<file path="src/common/sio_pkg.sv">
/*
	Shared constants, types and helpers for the safety I/O channel diagnostics.
	Assumes a single 100 MHz mclk and a diagnostic time base of 1 us ticks.
*/
`default_nettype none

package sio_pkg;

	// ------------------------------------------------------------
	// Clock and time base
	// ------------------------------------------------------------
	localparam int CLK_PERIOD_NS = 10;
	localparam int TICK_PERIOD_NS = 1000;
	// Cycles per tick, least time rounded up
	localparam int TICK_CYC = (TICK_PERIOD_NS + CLK_PERIOD_NS - 1) / CLK_PERIOD_NS;
	localparam int TICK_W = 7;
	localparam logic [TICK_W-1:0] TICK_LAST = TICK_W'(TICK_CYC - 1);
	localparam logic [TICK_W-1:0] TICK_RST = 7'h00;
	localparam logic [TICK_W-1:0] TICK_STEP = 7'h01;

	// ------------------------------------------------------------
	// Delay counters and toggle counters
	// ------------------------------------------------------------
	localparam int CNT_W = 16;
	localparam logic [CNT_W-1:0] CNT_RST = 16'h0000;
	localparam logic [CNT_W-1:0] CNT_MAX = 16'hffff;
	localparam logic [CNT_W-1:0] CNT_STEP = 16'h0001;
	localparam logic [1:0] EDGE_RST = 2'h0;
	localparam logic [1:0] EDGE_ONE = 2'h1;
	localparam logic [1:0] EDGE_LIMIT = 2'h2;

	// ------------------------------------------------------------
	// Modes and states
	// ------------------------------------------------------------
	// Overcurrent recovery policy
	typedef enum logic [1:0] {
		OCP_FAILSAFE = 2'h0,
		OCP_AUTO = 2'h1,
		OCP_NONE = 2'h2
	} sio_ocp_e;
	// Overcurrent channel state, Gray along ok, recover, locked
	typedef enum logic [1:0] {
		OCS_OK = 2'h0,
		OCS_RECOVER = 2'h1,
		OCS_LOCKED = 2'h3
	} sio_ocs_e;
	// Input pair relationship
	typedef enum logic {
		PAIR_EQUIV = 1'b0,
		PAIR_COMPL = 1'b1
	} sio_pair_e;

	// ------------------------------------------------------------
	// Configuration carriers
	// ------------------------------------------------------------
	// Output channel setup
	typedef struct packed {
		logic ext_rb;
		logic [CNT_W-1:0] rb_delay;
		logic rb_failsafe;
		logic ol_en;
		logic ol_failsafe;
		logic oc_en;
		sio_ocp_e oc_policy;
		logic [CNT_W-1:0] recov_time;
	} sio_out_cfg_s;
	// Input pair setup, held on the even channel
	typedef struct packed {
		logic test_pulse;
		logic oc_en;
		sio_ocp_e oc_policy;
		logic [CNT_W-1:0] recov_time;
		logic disc_en;
		sio_pair_e disc_mode;
		logic active_low;
		logic disc_failsafe;
		logic [CNT_W-1:0] disc_time;
	} sio_in_cfg_s;

	// ------------------------------------------------------------
	// Helpers
	// ------------------------------------------------------------
	// Saturating tick counter step
	function automatic logic [CNT_W-1:0] sio_count(input logic [CNT_W-1:0] cnt,
		input logic tick);
		sio_count = (tick && cnt != CNT_MAX) ? cnt + CNT_STEP : cnt;
	endfunction : sio_count

endpackage : sio_pkg

`default_nettype wire

</file>
<file path="src/design/sio_diag.sv">
/*
	Channel diagnostics for one safety output and one even/odd input pair:
	readback, overcurrent, open load, discrepancy and the module fail-safe latch.
	Assumes field inputs are synchronous to mclk and the pair inputs debounced.
*/
// Notes on behaviour
// - Compare driven output with commanded value continuously.
// - External readback must match within maximum time.
// - Zero readback delay means no waiting.
// - Each fault: fail-safe or report per option.
// - Overcurrent on outputs; inputs only with pulses.
// - Three recovery policies: failsafe, auto, none.
// - Auto: trip off, clear after recovery time.
// - None: stay off until supply cycled.
// - Energized output below current threshold: open load.
// - Pair even with odd, fault on even.
// - Equivalent agree, complementary oppose within time.
// - Low is safe; value follows active level.
// - Two lone toggles of one input fault.
// - Monitor only debounced pair levels.
`default_nettype none

module sio_diag (
	// Clock, reset and enable
	input wire logic mclk,
	input wire logic rst_n,
	input wire logic ce,
	// Configuration
	input wire sio_pkg::sio_out_cfg_s out_cfg,
	input wire sio_pkg::sio_in_cfg_s in_cfg,
	// User program side
	input wire logic out_cmd,
	input wire logic pair_clear,
	// Output channel field side
	input wire logic out_sense,
	input wire logic ext_readback,
	input wire logic out_load_low,
	input wire logic out_overcurrent,
	output logic output_channel,
	// Input pair field side
	input wire logic even_in,
	input wire logic odd_in,
	input wire logic in_overcurrent,
	input wire logic supply_ok,
	// Fault flags
	output logic output_readback_fault,
	output logic output_overcurrent_fault,
	output logic output_open_load_fault,
	output logic input_overcurrent_fault,
	output logic pair_mismatch_fault,
	// Pair results and module state
	output logic pair_value,
	output logic pair_safe,
	output logic failsafe
);

	// ------------------------------------------------------------
	// Declarations
	// ------------------------------------------------------------
	// Time base
	logic [sio_pkg::TICK_W-1:0] tick_cnt; // Cycles within one tick
	logic tick; // One-cycle time base pulse
	// Output drive
	logic next_drive; // Level the output will take
	logic oc_out_allow; // Output not held off by overcurrent
	logic oc_out_fs; // Output overcurrent asks fail-safe
	// Input overcurrent
	logic oc_in_en; // Input overcurrent armed
	logic oc_in_fs; // Input overcurrent asks fail-safe
	// Readback
	logic int_mm; // Sensed level differs from drive
	logic ext_mm; // External readback differs from drive
	logic [sio_pkg::CNT_W-1:0] rb_timer; // Ticks of external mismatch
	logic ext_expired; // External allowance used up
	// Fail-safe causes
	logic fs_cause; // Any fault that selected fail-safe

	// ------------------------------------------------------------
	// Common time base
	// ------------------------------------------------------------
	// Divide mclk down to the diagnostic tick
	always_ff @(posedge mclk or negedge rst_n)
	begin
		if (!rst_n)
			tick_cnt <= sio_pkg::TICK_RST;
		else if (ce)
			tick_cnt <= (tick_cnt == sio_pkg::TICK_LAST) ? sio_pkg::TICK_RST
				: tick_cnt + sio_pkg::TICK_STEP;
	end

	// Tick pulse, frozen with the rest when ce is low
	assign tick = ce && (tick_cnt == sio_pkg::TICK_LAST);

	// ------------------------------------------------------------
	// Output drive
	// ------------------------------------------------------------
	// Command passes only when overcurrent and fail-safe allow
	assign next_drive = out_cmd && oc_out_allow && !failsafe;

	// Output level register, de-energized after reset
	always_ff @(posedge mclk or negedge rst_n)
	begin
		if (!rst_n)
			output_channel <= 1'b0;
		else if (ce)
			output_channel <= next_drive;
	end

	// ------------------------------------------------------------
	// Overcurrent
	// ------------------------------------------------------------
	// Outputs may arm it in any configuration
	sio_ocp u_oc_out (
		.mclk(mclk),
		.rst_n(rst_n),
		.ce(ce),
		.tick(tick),
		.en(out_cfg.oc_en),
		.policy(out_cfg.oc_policy),
		.recov_time(out_cfg.recov_time),
		.overcurrent(out_overcurrent),
		.supply_ok(supply_ok),
		.fault(output_overcurrent_fault),
		.allow(oc_out_allow),
		.failsafe_req(oc_out_fs)
	);

	// Inputs only arm it when test pulses drive them
	assign oc_in_en = in_cfg.oc_en && in_cfg.test_pulse;

	sio_ocp u_oc_in (
		.mclk(mclk),
		.rst_n(rst_n),
		.ce(ce),
		.tick(tick),
		.en(oc_in_en),
		.policy(in_cfg.oc_policy),
		.recov_time(in_cfg.recov_time),
		.overcurrent(in_overcurrent),
		.supply_ok(supply_ok),
		.fault(input_overcurrent_fault),
		.allow(),
		.failsafe_req(oc_in_fs)
	);

	// ------------------------------------------------------------
	// Readback
	// ------------------------------------------------------------
	// Internal sense is expected to follow the drive at once
	assign int_mm = (out_sense != output_channel);
	// External point may lag by the configured delay
	assign ext_mm = (ext_readback != output_channel);
	// Zero delay makes any mismatch expire immediately
	assign ext_expired = ext_mm && (rb_timer >= out_cfg.rb_delay);

	// Propagation timer restarts on match or a new drive level
	always_ff @(posedge mclk or negedge rst_n)
	begin
		if (!rst_n)
			rb_timer <= sio_pkg::CNT_RST;
		else if (ce)
		begin
			if (!ext_mm || next_drive != output_channel)
				rb_timer <= sio_pkg::CNT_RST;
			else
				rb_timer <= sio_pkg::sio_count(rb_timer, tick);
		end
	end

	// Readback flag follows the selected comparison
	always_ff @(posedge mclk or negedge rst_n)
	begin
		if (!rst_n)
			output_readback_fault <= 1'b0;
		else if (ce)
		begin
			if (out_cfg.ext_rb)
				output_readback_fault <= ext_expired;
			else
				output_readback_fault <= int_mm;
		end
	end

	// ------------------------------------------------------------
	// Open load
	// ------------------------------------------------------------
	// Only an energized output can show too little current
	always_ff @(posedge mclk or negedge rst_n)
	begin
		if (!rst_n)
			output_open_load_fault <= 1'b0;
		else if (ce)
			output_open_load_fault <= out_cfg.ol_en && output_channel && out_load_low;
	end

	// ------------------------------------------------------------
	// Input pair
	// ------------------------------------------------------------
	// Configured on the even channel, watches both
	sio_pair u_pair (
		.mclk(mclk),
		.rst_n(rst_n),
		.ce(ce),
		.tick(tick),
		.en(in_cfg.disc_en),
		.mode(in_cfg.disc_mode),
		.active_low(in_cfg.active_low),
		.disc_time(in_cfg.disc_time),
		.even_in(even_in),
		.odd_in(odd_in),
		.clear(pair_clear),
		.fault(pair_mismatch_fault),
		.value(pair_value),
		.safe(pair_safe)
	);

	// ------------------------------------------------------------
	// Module fail-safe
	// ------------------------------------------------------------
	// Faults with fail-safe selected; others are reported, and output overcurrent also holds the output off
	assign fs_cause = (output_readback_fault && out_cfg.rb_failsafe)
		|| (output_open_load_fault && out_cfg.ol_failsafe)
		|| (pair_mismatch_fault && in_cfg.disc_failsafe)
		|| oc_out_fs || oc_in_fs;

	// Latched until reset; it de-energizes the output
	always_ff @(posedge mclk or negedge rst_n)
	begin
		if (!rst_n)
			failsafe <= 1'b0;
		else if (ce && fs_cause)
			failsafe <= 1'b1;
	end
endmodule : sio_diag

`default_nettype wire

</file>
<file path="src/design/sio_ocp.sv">
/*
	Overcurrent response for one channel: trip, timed auto recovery or lockout.
	Assumes tick is a one-cycle pulse of the common time base, gated by ce.
*/
`default_nettype none

module sio_ocp (
	// Clock, reset and enable
	input wire logic mclk,
	input wire logic rst_n,
	input wire logic ce,
	input wire logic tick,
	// Configuration
	input wire logic en,
	input wire sio_pkg::sio_ocp_e policy,
	input wire logic [sio_pkg::CNT_W-1:0] recov_time,
	// Field side
	input wire logic overcurrent,
	input wire logic supply_ok,
	// Status
	output logic fault,
	output logic allow,
	output logic failsafe_req
);

	// ------------------------------------------------------------
	// State
	// ------------------------------------------------------------
	sio_pkg::sio_ocs_e state; // Channel state
	sio_pkg::sio_ocs_e next_state; // Next channel state
	logic [sio_pkg::CNT_W-1:0] timer; // Recovery time elapsed, ticks

	// Transition decisions
	always_comb
	begin
		next_state = state;
		unique case (state)
			sio_pkg::OCS_OK:
				// Trip: auto goes to timed recovery, others lock
				if (en && overcurrent)
					next_state = (policy == sio_pkg::OCP_AUTO) ? sio_pkg::OCS_RECOVER
						: sio_pkg::OCS_LOCKED;
			sio_pkg::OCS_RECOVER:
				// Clear after recovery time, retrip if still over
				if (!en || timer >= recov_time)
					next_state = sio_pkg::OCS_OK;
			sio_pkg::OCS_LOCKED:
				// Only a field supply cycle releases the lock
				if (!supply_ok)
					next_state = sio_pkg::OCS_OK;
			default:
				next_state = sio_pkg::OCS_OK;
		endcase
	end

	// State register
	always_ff @(posedge mclk or negedge rst_n)
	begin
		if (!rst_n)
			state <= sio_pkg::OCS_OK;
		else if (ce)
			state <= next_state;
	end

	// Recovery timer, runs only while recovering
	always_ff @(posedge mclk or negedge rst_n)
	begin
		if (!rst_n)
			timer <= sio_pkg::CNT_RST;
		else if (ce)
			timer <= (state == sio_pkg::OCS_RECOVER) ? sio_pkg::sio_count(timer, tick)
				: sio_pkg::CNT_RST;
	end

	// Fault shown and channel held off outside ok
	assign fault = (state != sio_pkg::OCS_OK);
	assign allow = (state == sio_pkg::OCS_OK);
	assign failsafe_req = (state == sio_pkg::OCS_LOCKED) && (policy == sio_pkg::OCP_FAILSAFE);
endmodule : sio_ocp

`default_nettype wire

</file>
<file path="src/design/sio_pair.sv">
/*
	Discrepancy monitor for one even/odd input pair.
	Assumes both inputs are already debounced and synchronous to mclk.
*/
`default_nettype none

module sio_pair (
	// Clock, reset and enable
	input wire logic mclk,
	input wire logic rst_n,
	input wire logic ce,
	input wire logic tick,
	// Configuration
	input wire logic en,
	input wire sio_pkg::sio_pair_e mode,
	input wire logic active_low,
	input wire logic [sio_pkg::CNT_W-1:0] disc_time,
	// Debounced pair and fault clear
	input wire logic even_in,
	input wire logic odd_in,
	input wire logic clear,
	// Results
	output logic fault,
	output logic value,
	output logic safe
);

	logic even_q; // Previous even level
	logic odd_q; // Previous odd level
	logic [1:0] cnt_even; // Even edges while odd held
	logic [1:0] cnt_odd; // Odd edges while even held
	logic [sio_pkg::CNT_W-1:0] timer; // Time out of relationship
	logic rel_ok; // Pair in required relationship
	logic even_chg; // Even changed this cycle
	logic odd_chg; // Odd changed this cycle
	logic expired; // Discrepancy time ran out
	logic trip; // Second lone toggle seen

	// Relationship and change detection on filtered levels
	assign rel_ok = (mode == sio_pkg::PAIR_EQUIV) ? (even_in == odd_in)
		: (even_in != odd_in);
	assign even_chg = even_in ^ even_q;
	assign odd_chg = odd_in ^ odd_q;
	assign expired = !rel_ok && (timer >= disc_time);
	assign trip = en && ((even_chg && !odd_chg && cnt_even == sio_pkg::EDGE_ONE)
		|| (odd_chg && !even_chg && cnt_odd == sio_pkg::EDGE_ONE));

	// Previous levels
	always_ff @(posedge mclk or negedge rst_n)
	begin
		if (!rst_n)
		begin
			even_q <= 1'b0;
			odd_q <= 1'b0;
		end
		else if (ce)
		begin
			even_q <= even_in;
			odd_q <= odd_in;
		end
	end

	// Lone toggle counters, one resets when the other moves
	always_ff @(posedge mclk or negedge rst_n)
	begin
		if (!rst_n)
		begin
			cnt_even <= sio_pkg::EDGE_RST;
			cnt_odd <= sio_pkg::EDGE_RST;
		end
		else if (ce)
		begin
			if (!en || (even_chg && odd_chg))
			begin
				cnt_even <= sio_pkg::EDGE_RST;
				cnt_odd <= sio_pkg::EDGE_RST;
			end
			else if (even_chg)
			begin
				cnt_even <= (cnt_even == sio_pkg::EDGE_LIMIT) ? cnt_even : cnt_even + sio_pkg::EDGE_ONE;
				cnt_odd <= sio_pkg::EDGE_RST;
			end
			else if (odd_chg)
			begin
				cnt_odd <= (cnt_odd == sio_pkg::EDGE_LIMIT) ? cnt_odd : cnt_odd + sio_pkg::EDGE_ONE;
				cnt_even <= sio_pkg::EDGE_RST;
			end
		end
	end

	// Discrepancy timer: runs out of relationship, restarts on return
	always_ff @(posedge mclk or negedge rst_n)
	begin
		if (!rst_n)
			timer <= sio_pkg::CNT_RST;
		else if (ce)
			timer <= (!en || rel_ok) ? sio_pkg::CNT_RST : sio_pkg::sio_count(timer, tick);
	end

	// Sticky fault, a new set wins over clear
	always_ff @(posedge mclk or negedge rst_n)
	begin
		if (!rst_n)
			fault <= 1'b0;
		else if (ce)
		begin
			if (en && (expired || trip))
				fault <= 1'b1;
			else if (clear || !en)
				fault <= 1'b0;
		end
	end

	// Reported value and safe-state indication
	always_ff @(posedge mclk or negedge rst_n)
	begin
		if (!rst_n)
		begin
			value <= 1'b0;
			safe <= 1'b0;
		end
		else if (ce)
		begin
			value <= even_in ^ active_low;
			safe <= !even_in && (odd_in == (mode == sio_pkg::PAIR_COMPL));
		end
	end
endmodule : sio_pair

`default_nettype wire

</file>
<file path="config.mk">
export PLATFORM = sky130hd
export DESIGN_NAME = sio_diag
export DESIGN_NICKNAME = d
export VERILOG_FILES = /design/src/common/sio_pkg.sv /design/src/design/sio_diag.sv /design/src/design/sio_ocp.sv /design/src/design/sio_pair.sv
export SDC_FILE = /design/constraint.sdc
export NUM_CORES = 1
export LEC_CHECK = 0
export BUFFER_PORTS_ARGS = -buffer_cell sky130_fd_sc_hd__buf_2
export CORE_MARGIN = 8
export CORE_UTILIZATION = 40
export CTS_CLUSTER_SIZE = 28
export DETAILED_ROUTE_END_ITERATION = 12
export PLACE_DENSITY = 0.62
export SLEW_MARGIN = 40
export SYNTH_ARGS = -nofsm -noshare
export SYNTH_HDL_FRONTEND = slang
export SYNTH_SLANG_ARGS = --single-unit
</file>
<file path="constraint.sdc">
create_clock -name mclk -period 3.14 [get_ports mclk]
set_input_delay 0.628 -clock mclk [delete_from_list [all_inputs] [get_ports mclk]]
set_output_delay 0.628 -clock mclk [all_outputs]
set_load 0.1 [all_outputs]
</file>
**Word level (Yosys, flattened, before mapping)**

Cells that the tools add are included.

- Bits in registers: 88
- Input port bits: 92
- Output and inout bits: 9
- Logic and storage cells: 161

- $add $sub $neg: 7
- Order comparisons: 4
- Equal/unequal tests: 31
- Muxes and demuxes: 30
- Bitwise operators: 3
- Reduce and logical (&&, ||, !) cells: 68

Operators with widths:

| operator | count |
|---|---|
| 16-bit two-way mux | 8 |
| 16-bit by 1-bit adder with 16-bit output (second input constant) | 4 |
| 16-bit >= comparator | 4 |
| 16-bit inequality test (second input constant) | 4 |
| 2-bit two-way mux | 15 |
| 1-bit logical AND | 28 |
| 2-bit by 1-bit == test with 1-bit output (second input constant) | 6 |
| 1-bit logical OR | 12 |
| 2-bit one-hot mux with 3 select lines | 2 |
| 2-bit inequality test (second input constant) | 5 |
| 2-bit AND reduction | 5 |
| 2-bit nonzero test | 5 |
| 1-bit zero test | 9 |
| 2-bit == test (second input constant) | 4 |
| 2-bit zero test | 4 |
| 4-bit AND reduction | 2 |
| 7-bit by 1-bit adder with 7-bit output (second input constant) | 1 |
| 7-bit == test (second input constant) | 1 |
| 7-bit two-way mux | 1 |
| 2-bit by 1-bit inequality test with 1-bit output (second input constant) | 3 |
| 3-bit AND reduction | 2 |
| 2-bit by 1-bit adder with 2-bit output (second input constant) | 2 |
| 1-bit two-way mux | 4 |
| 1-bit inequality test | 4 |
| other kinds (5) | 8 |

**Depth between registers and ports, before layout**

- Word-level depth: 10
- Depth in mapped cells: 9
- Mapped depth without buffers: 8

**By module**

Synthesis repeated with hierarchy kept, for this count alone.

- Cells, all modules: 751
- Area, all modules: 6749.0 um^2

By module, submodules not included:

| module | instances | cells an instance | area an instance (um^2) |
|---|---|---|---|
| sio_diag | 1 | 207 | 1890.6 |
| sio_pair | 1 | 198 | 1865.5 |
| sio_ocp (u_oc_out) | 1 | 172 | 1501.4 |
| sio_ocp (u_oc_in) | 1 | 174 | 1491.4 |

**Worst setup path before layout**

OpenSTA, ideal clock, no wires.

- Path kind: in2reg
- From: in ce
- To: reg rb_timer[11] in the netlist's numbering
- Setup time: 0.077 ns
- Data arrival time: 2.290 ns
- Path slack: 0.772 ns
- Stages: 9
- Path buffers: 3
- Cell sequence: buf_4 -> and3_4 -> and4b_1 -> buf_6 -> o21ai_4 -> or4_1 -> buf_2 -> or3_1 -> a21oi_1

- Word-level cells in the longest chain between the ends: 4

Ends and longest elaborated chain:

| item | line | RTL |
|---|---|---|
| start: declaration | sio_diag.sv:27 | `input wire logic ce,` |
| 1-bit logical AND | sio_diag.sv:92 | `assign tick = ce && (tick_cnt == sio_pkg::TICK_LAST);` |
| 1-bit logical AND | sio_pkg.sv:86 | `sio_count = (tick && cnt != CNT_MAX) ? cnt + CNT_STEP : cnt;` |
| 2-bit nonzero test (no source line) | - |  |
| 2-bit AND reduction (no source line) (*) | - |  |
| end signal: assignment | sio_diag.sv:160 | `rb_timer <= sio_pkg::CNT_RST;` |
| end signal: assignment | sio_diag.sv:164 | `rb_timer <= sio_pkg::CNT_RST;` |
| end signal: assignment | sio_diag.sv:166 | `rb_timer <= sio_pkg::sio_count(rb_timer, tick);` |
| end: declaration | sio_diag.sv:73 | `logic [sio_pkg::CNT_W-1:0] rb_timer;` |

Every way passes the cells marked *; elsewhere a longest branch is shown, timed or not.
A chain may end at the register's enable or synchronous reset.

**Worst setup path after layout**

- From: reg tick_cnt[0] in the netlist's numbering
- To: reg rb_timer[13] in the netlist's numbering

- Word-level cells in the longest chain between the ends: 5

Ends and longest elaborated chain:

| item | line | RTL |
|---|---|---|
| start: declaration | sio_diag.sv:61 | `logic [sio_pkg::TICK_W-1:0] tick_cnt;` |
| start signal: assignment | sio_diag.sv:85 | `tick_cnt <= sio_pkg::TICK_RST;` |
| start signal: assignment | sio_diag.sv:87 | `tick_cnt <= (tick_cnt == sio_pkg::TICK_LAST) ? sio_pkg::TICK_RST` |
| 7-bit == test | sio_diag.sv:92 |  |
| 1-bit logical AND | sio_diag.sv:92 |  |
| 1-bit logical AND | sio_pkg.sv:86 |  |
| 2-bit nonzero test (no source line) | - |  |
| 2-bit AND reduction (no source line) | - |  |

No other way between the ends.

==> summary.md <==
| Metric | Value |
|---|---|
| Status | finished clean |
| Area delta synth->final | 17.1% |
| Crit-path max FO | 7 |
| Post-synth EDFFs | 0 |
| Share of the synthesized area in the top cell type | 0.357 |
| Setup TNS | 0 ns |
| Mean Syn Cell Area | 8.82 um^2 |
| Final ANT Viol Nets | 0 |
| CTS tree | built |
| Dpl cell area | 6930 um^2 |
| I/O pin count | 101 |
| Worst VDD drop | 0.000317 V |
| Final core occ | 0.477 |
| Die area | 19700 um^2 |
| Seq cells post-synth | 88 |
| Hold Slack | 0.249 ns |
| WP buf/inv | 0 |
| Synth area leaders | dfrtp_1 36%, ha_1 15%, xor2_1 5.4% |
| Arrival time at the worst endpoint | 2.52 ns |
| Largest net degree at the start of global routing | 55 |
| DRT Wirelength | 14000 um |
| H-tree levels | 3 |
| Pre-antenna DRT Iters | 4 |
| Input/output buffers | 100 |
| Synth cell types | 60 |
| Period utilization | 0.718 |
| Post-Syn Instances | 700 |
| Initial Utilization | 0.408 |
| Clock-pin transition on the worst setup and hold timing paths | 0.06 ns |
| Mapped Area | 6170 um^2 |
| Chip Height | 140 um |
| Most common cell in the netlist | dfrtp_1 |
| Setup WS pre-CTS | 0.714 ns |
| Drt via density | 5.11 |
| Crit path largest cell delay | 0.51 ns |
| Tightest Hold Check Type | in2async |
| YS warnings | 0 |
| First-pass GRT wire length | 24300 um |
| Initial antenna violation count | 1 |
| Total power | 2.94 mW |
| Synth area leader | dfrtp_1 |
| DR WL/cell | 14.0 um |
| PostCTS Resize Cnt | 0 |
| Rows | 45 |
| Net Count, Synth | 865 |
| Fmax | 444 MHz |
| Placed Instances | 982 |
| Max cap viols | 0 |
| Final hold vios | 0 |
| Power per cell area | 407 nW/um^2 |
| Tmin final | 2.25 ns |
| CTS buffer count | 9 |
| Worst path cell trace | ha_1, and3_4, and4b_1, o21ai_4, or4_1, or3_1, a21oi_1 |
| Kind of critical path | reg2reg |
| Sequential cell area fraction in the yosys report | 0.357 |
| Total track usage | 0.149 |
| CP Data Required Time | 3.40 ns |
| Leak | 3.65 nW |
| Post-route cell area | 7230 um^2 |
| Iter 0 DRT Violations | 299 |
| Grt ovf | 0 |
| Tightest Pin Transition | 0.574 ns |
| Asr flop ratio synth | 1.00 |
| Root buffer cell | clkbuf_16 |
| Clock skew | 0.00469 ns |
| Routed via count | 5103 |
| Vias in the first global route | 5037 |
| Core Region | 15100 um^2 |
| Final Worst Setup Slack | 0.886 ns |
| Clock sinks | 88 |
| RD Place Congestion | 0.786 |
| Worst skew pair latency | 0.34 ns |
| Final Non-Filler Cells | 999 |
| Worst rel slew slack | 0.612 |
| Startpoint Class | flop |
| CTS Hold Bufs | 0 |
| Endpoint class of the critical path | flop |
| Final Max Slew Viols | 0 |
| Worst path top cell family by delay | simple AND/OR/NAND/NOR gates |
| Slowest cell on the critical path | or4_1 |
| Main flop type after synthesis | dfrtp_1 |
| # DRC | 0 |
| Max Buffers Root-to-Sink | 2 |
| # fillers | 1523 |
| RSZ-0062 raised after global routing | false |
| Share of cells above drive strength 1 | 0.174 |
| Setup repair bufs after CTS | 0 |
| Hpwl dp | 11000 um |
| Most frequent cells after synthesis | 88 x dfrtp_1, 77 x inv_1, 77 x nor2_1 |
| Setup Viol. Count Final | 0 |
| Fin nets | 970 |
| Chip Width | 140 um |
==> worst reg2reg max path, cell delays in order (launching register included) <==
cell	delay (ns)
dfrtp_1	0.39
ha_1	0.22
and3_4	0.21
and4b_1	0.27
o21ai_4	0.10
or4_1	0.51
or3_1	0.34
a21oi_1	0.15
==> routing by layer <==
layer / vias to the layer above / GRT usage / wire [um]
li1: 2666 / - / -
met1: 2339 / 0.198 / 6770
met2: 86 / 0.237 / 6370
met3: 12 / 0.0313 / 686
met4: 0 / 0.0469 / 193
met5: - / 0 / 0
==> power breakdown <==
| group | internal [mW] | total, mW | switching, mW | leakage (nW) |
|---|---|---|---|---|
| combinational | 0.221 | 0.592 | 0.371 | 2.31 |
| clock | 0.613 | 1.06 | 0.451 | 0.138 |
| sequential | 1.20 | 1.29 | 0.0854 | 1.20 |
==> cells by family (layout without fill, tap and decap cells) <==
kind of cell,after synthesis,count (layout),share of synthesized area
DFF,88,88,0.357
AOI/OAI and AO/OA,111,111,0.114
xor gates and xnor gates,59,59,0.0861
and+or+nand+nor,266,266,0.219
adders and majority gates,73,73,0.148
buffers and inverters,93,203,0.0586
muxes,10,10,0.0176
other,0,1,0
==> state kept, by name, indices dropped and copies added (netlist names), 2 cells and up <==
name             cells
u_oc_in.timer       16
u_oc_in.state        2
tick_cnt             7
rb_timer            16
u_pair.timer        16
u_pair.cnt_odd       2
u_oc_out.state       2
u_pair.cnt_even      2
u_oc_out.timer      16
==> final cells by class <==
class,count,area (um^2),share of cell area
diodes,1,2.50,0.000346
clock buffers,10,229,0.0317
clock inverters,6,60.1,0.00831
inverters,77,289,0.0400
multi-input cells,519,3620,0.501
flip-flops and latches,88,2200,0.305
well taps,188,235,0.0325
repair buffers,110,591,0.0817
==> layout by cell type, fill, tap and decap left out, types with 31 or more instances in the layout <==
cell type / n
nand3_1: 31
nand2_1: 52
ha_1: 73
dfrtp_1: 88
buf_2: 99
a21oi_1: 31
inv_1: 77
nor2_1: 77
xor2_1: 38
==> worst paths after layout <==
check / cells past startpoint / start / slack, ns / endpoint
max: 7 / tick_cnt[0] / 0.89 / rb_timer[13]
min: 1 / rst_n / 0.25 / u_pair.timer[9]
max reg2reg: 7 / tick_cnt[0] / 0.89 / rb_timer[13]
min reg2reg: 2 / u_pair.cnt_odd[1] / 0.51 / u_pair.cnt_odd[1]
max in group asynchronous: 2 / rst_n / 2.24 / u_oc_in.timer[7]
min in group mclk: 2 / u_pair.cnt_odd[1] / 0.51 / u_pair.cnt_odd[1]
No activity file was read; power rests on OpenSTA's default activity.
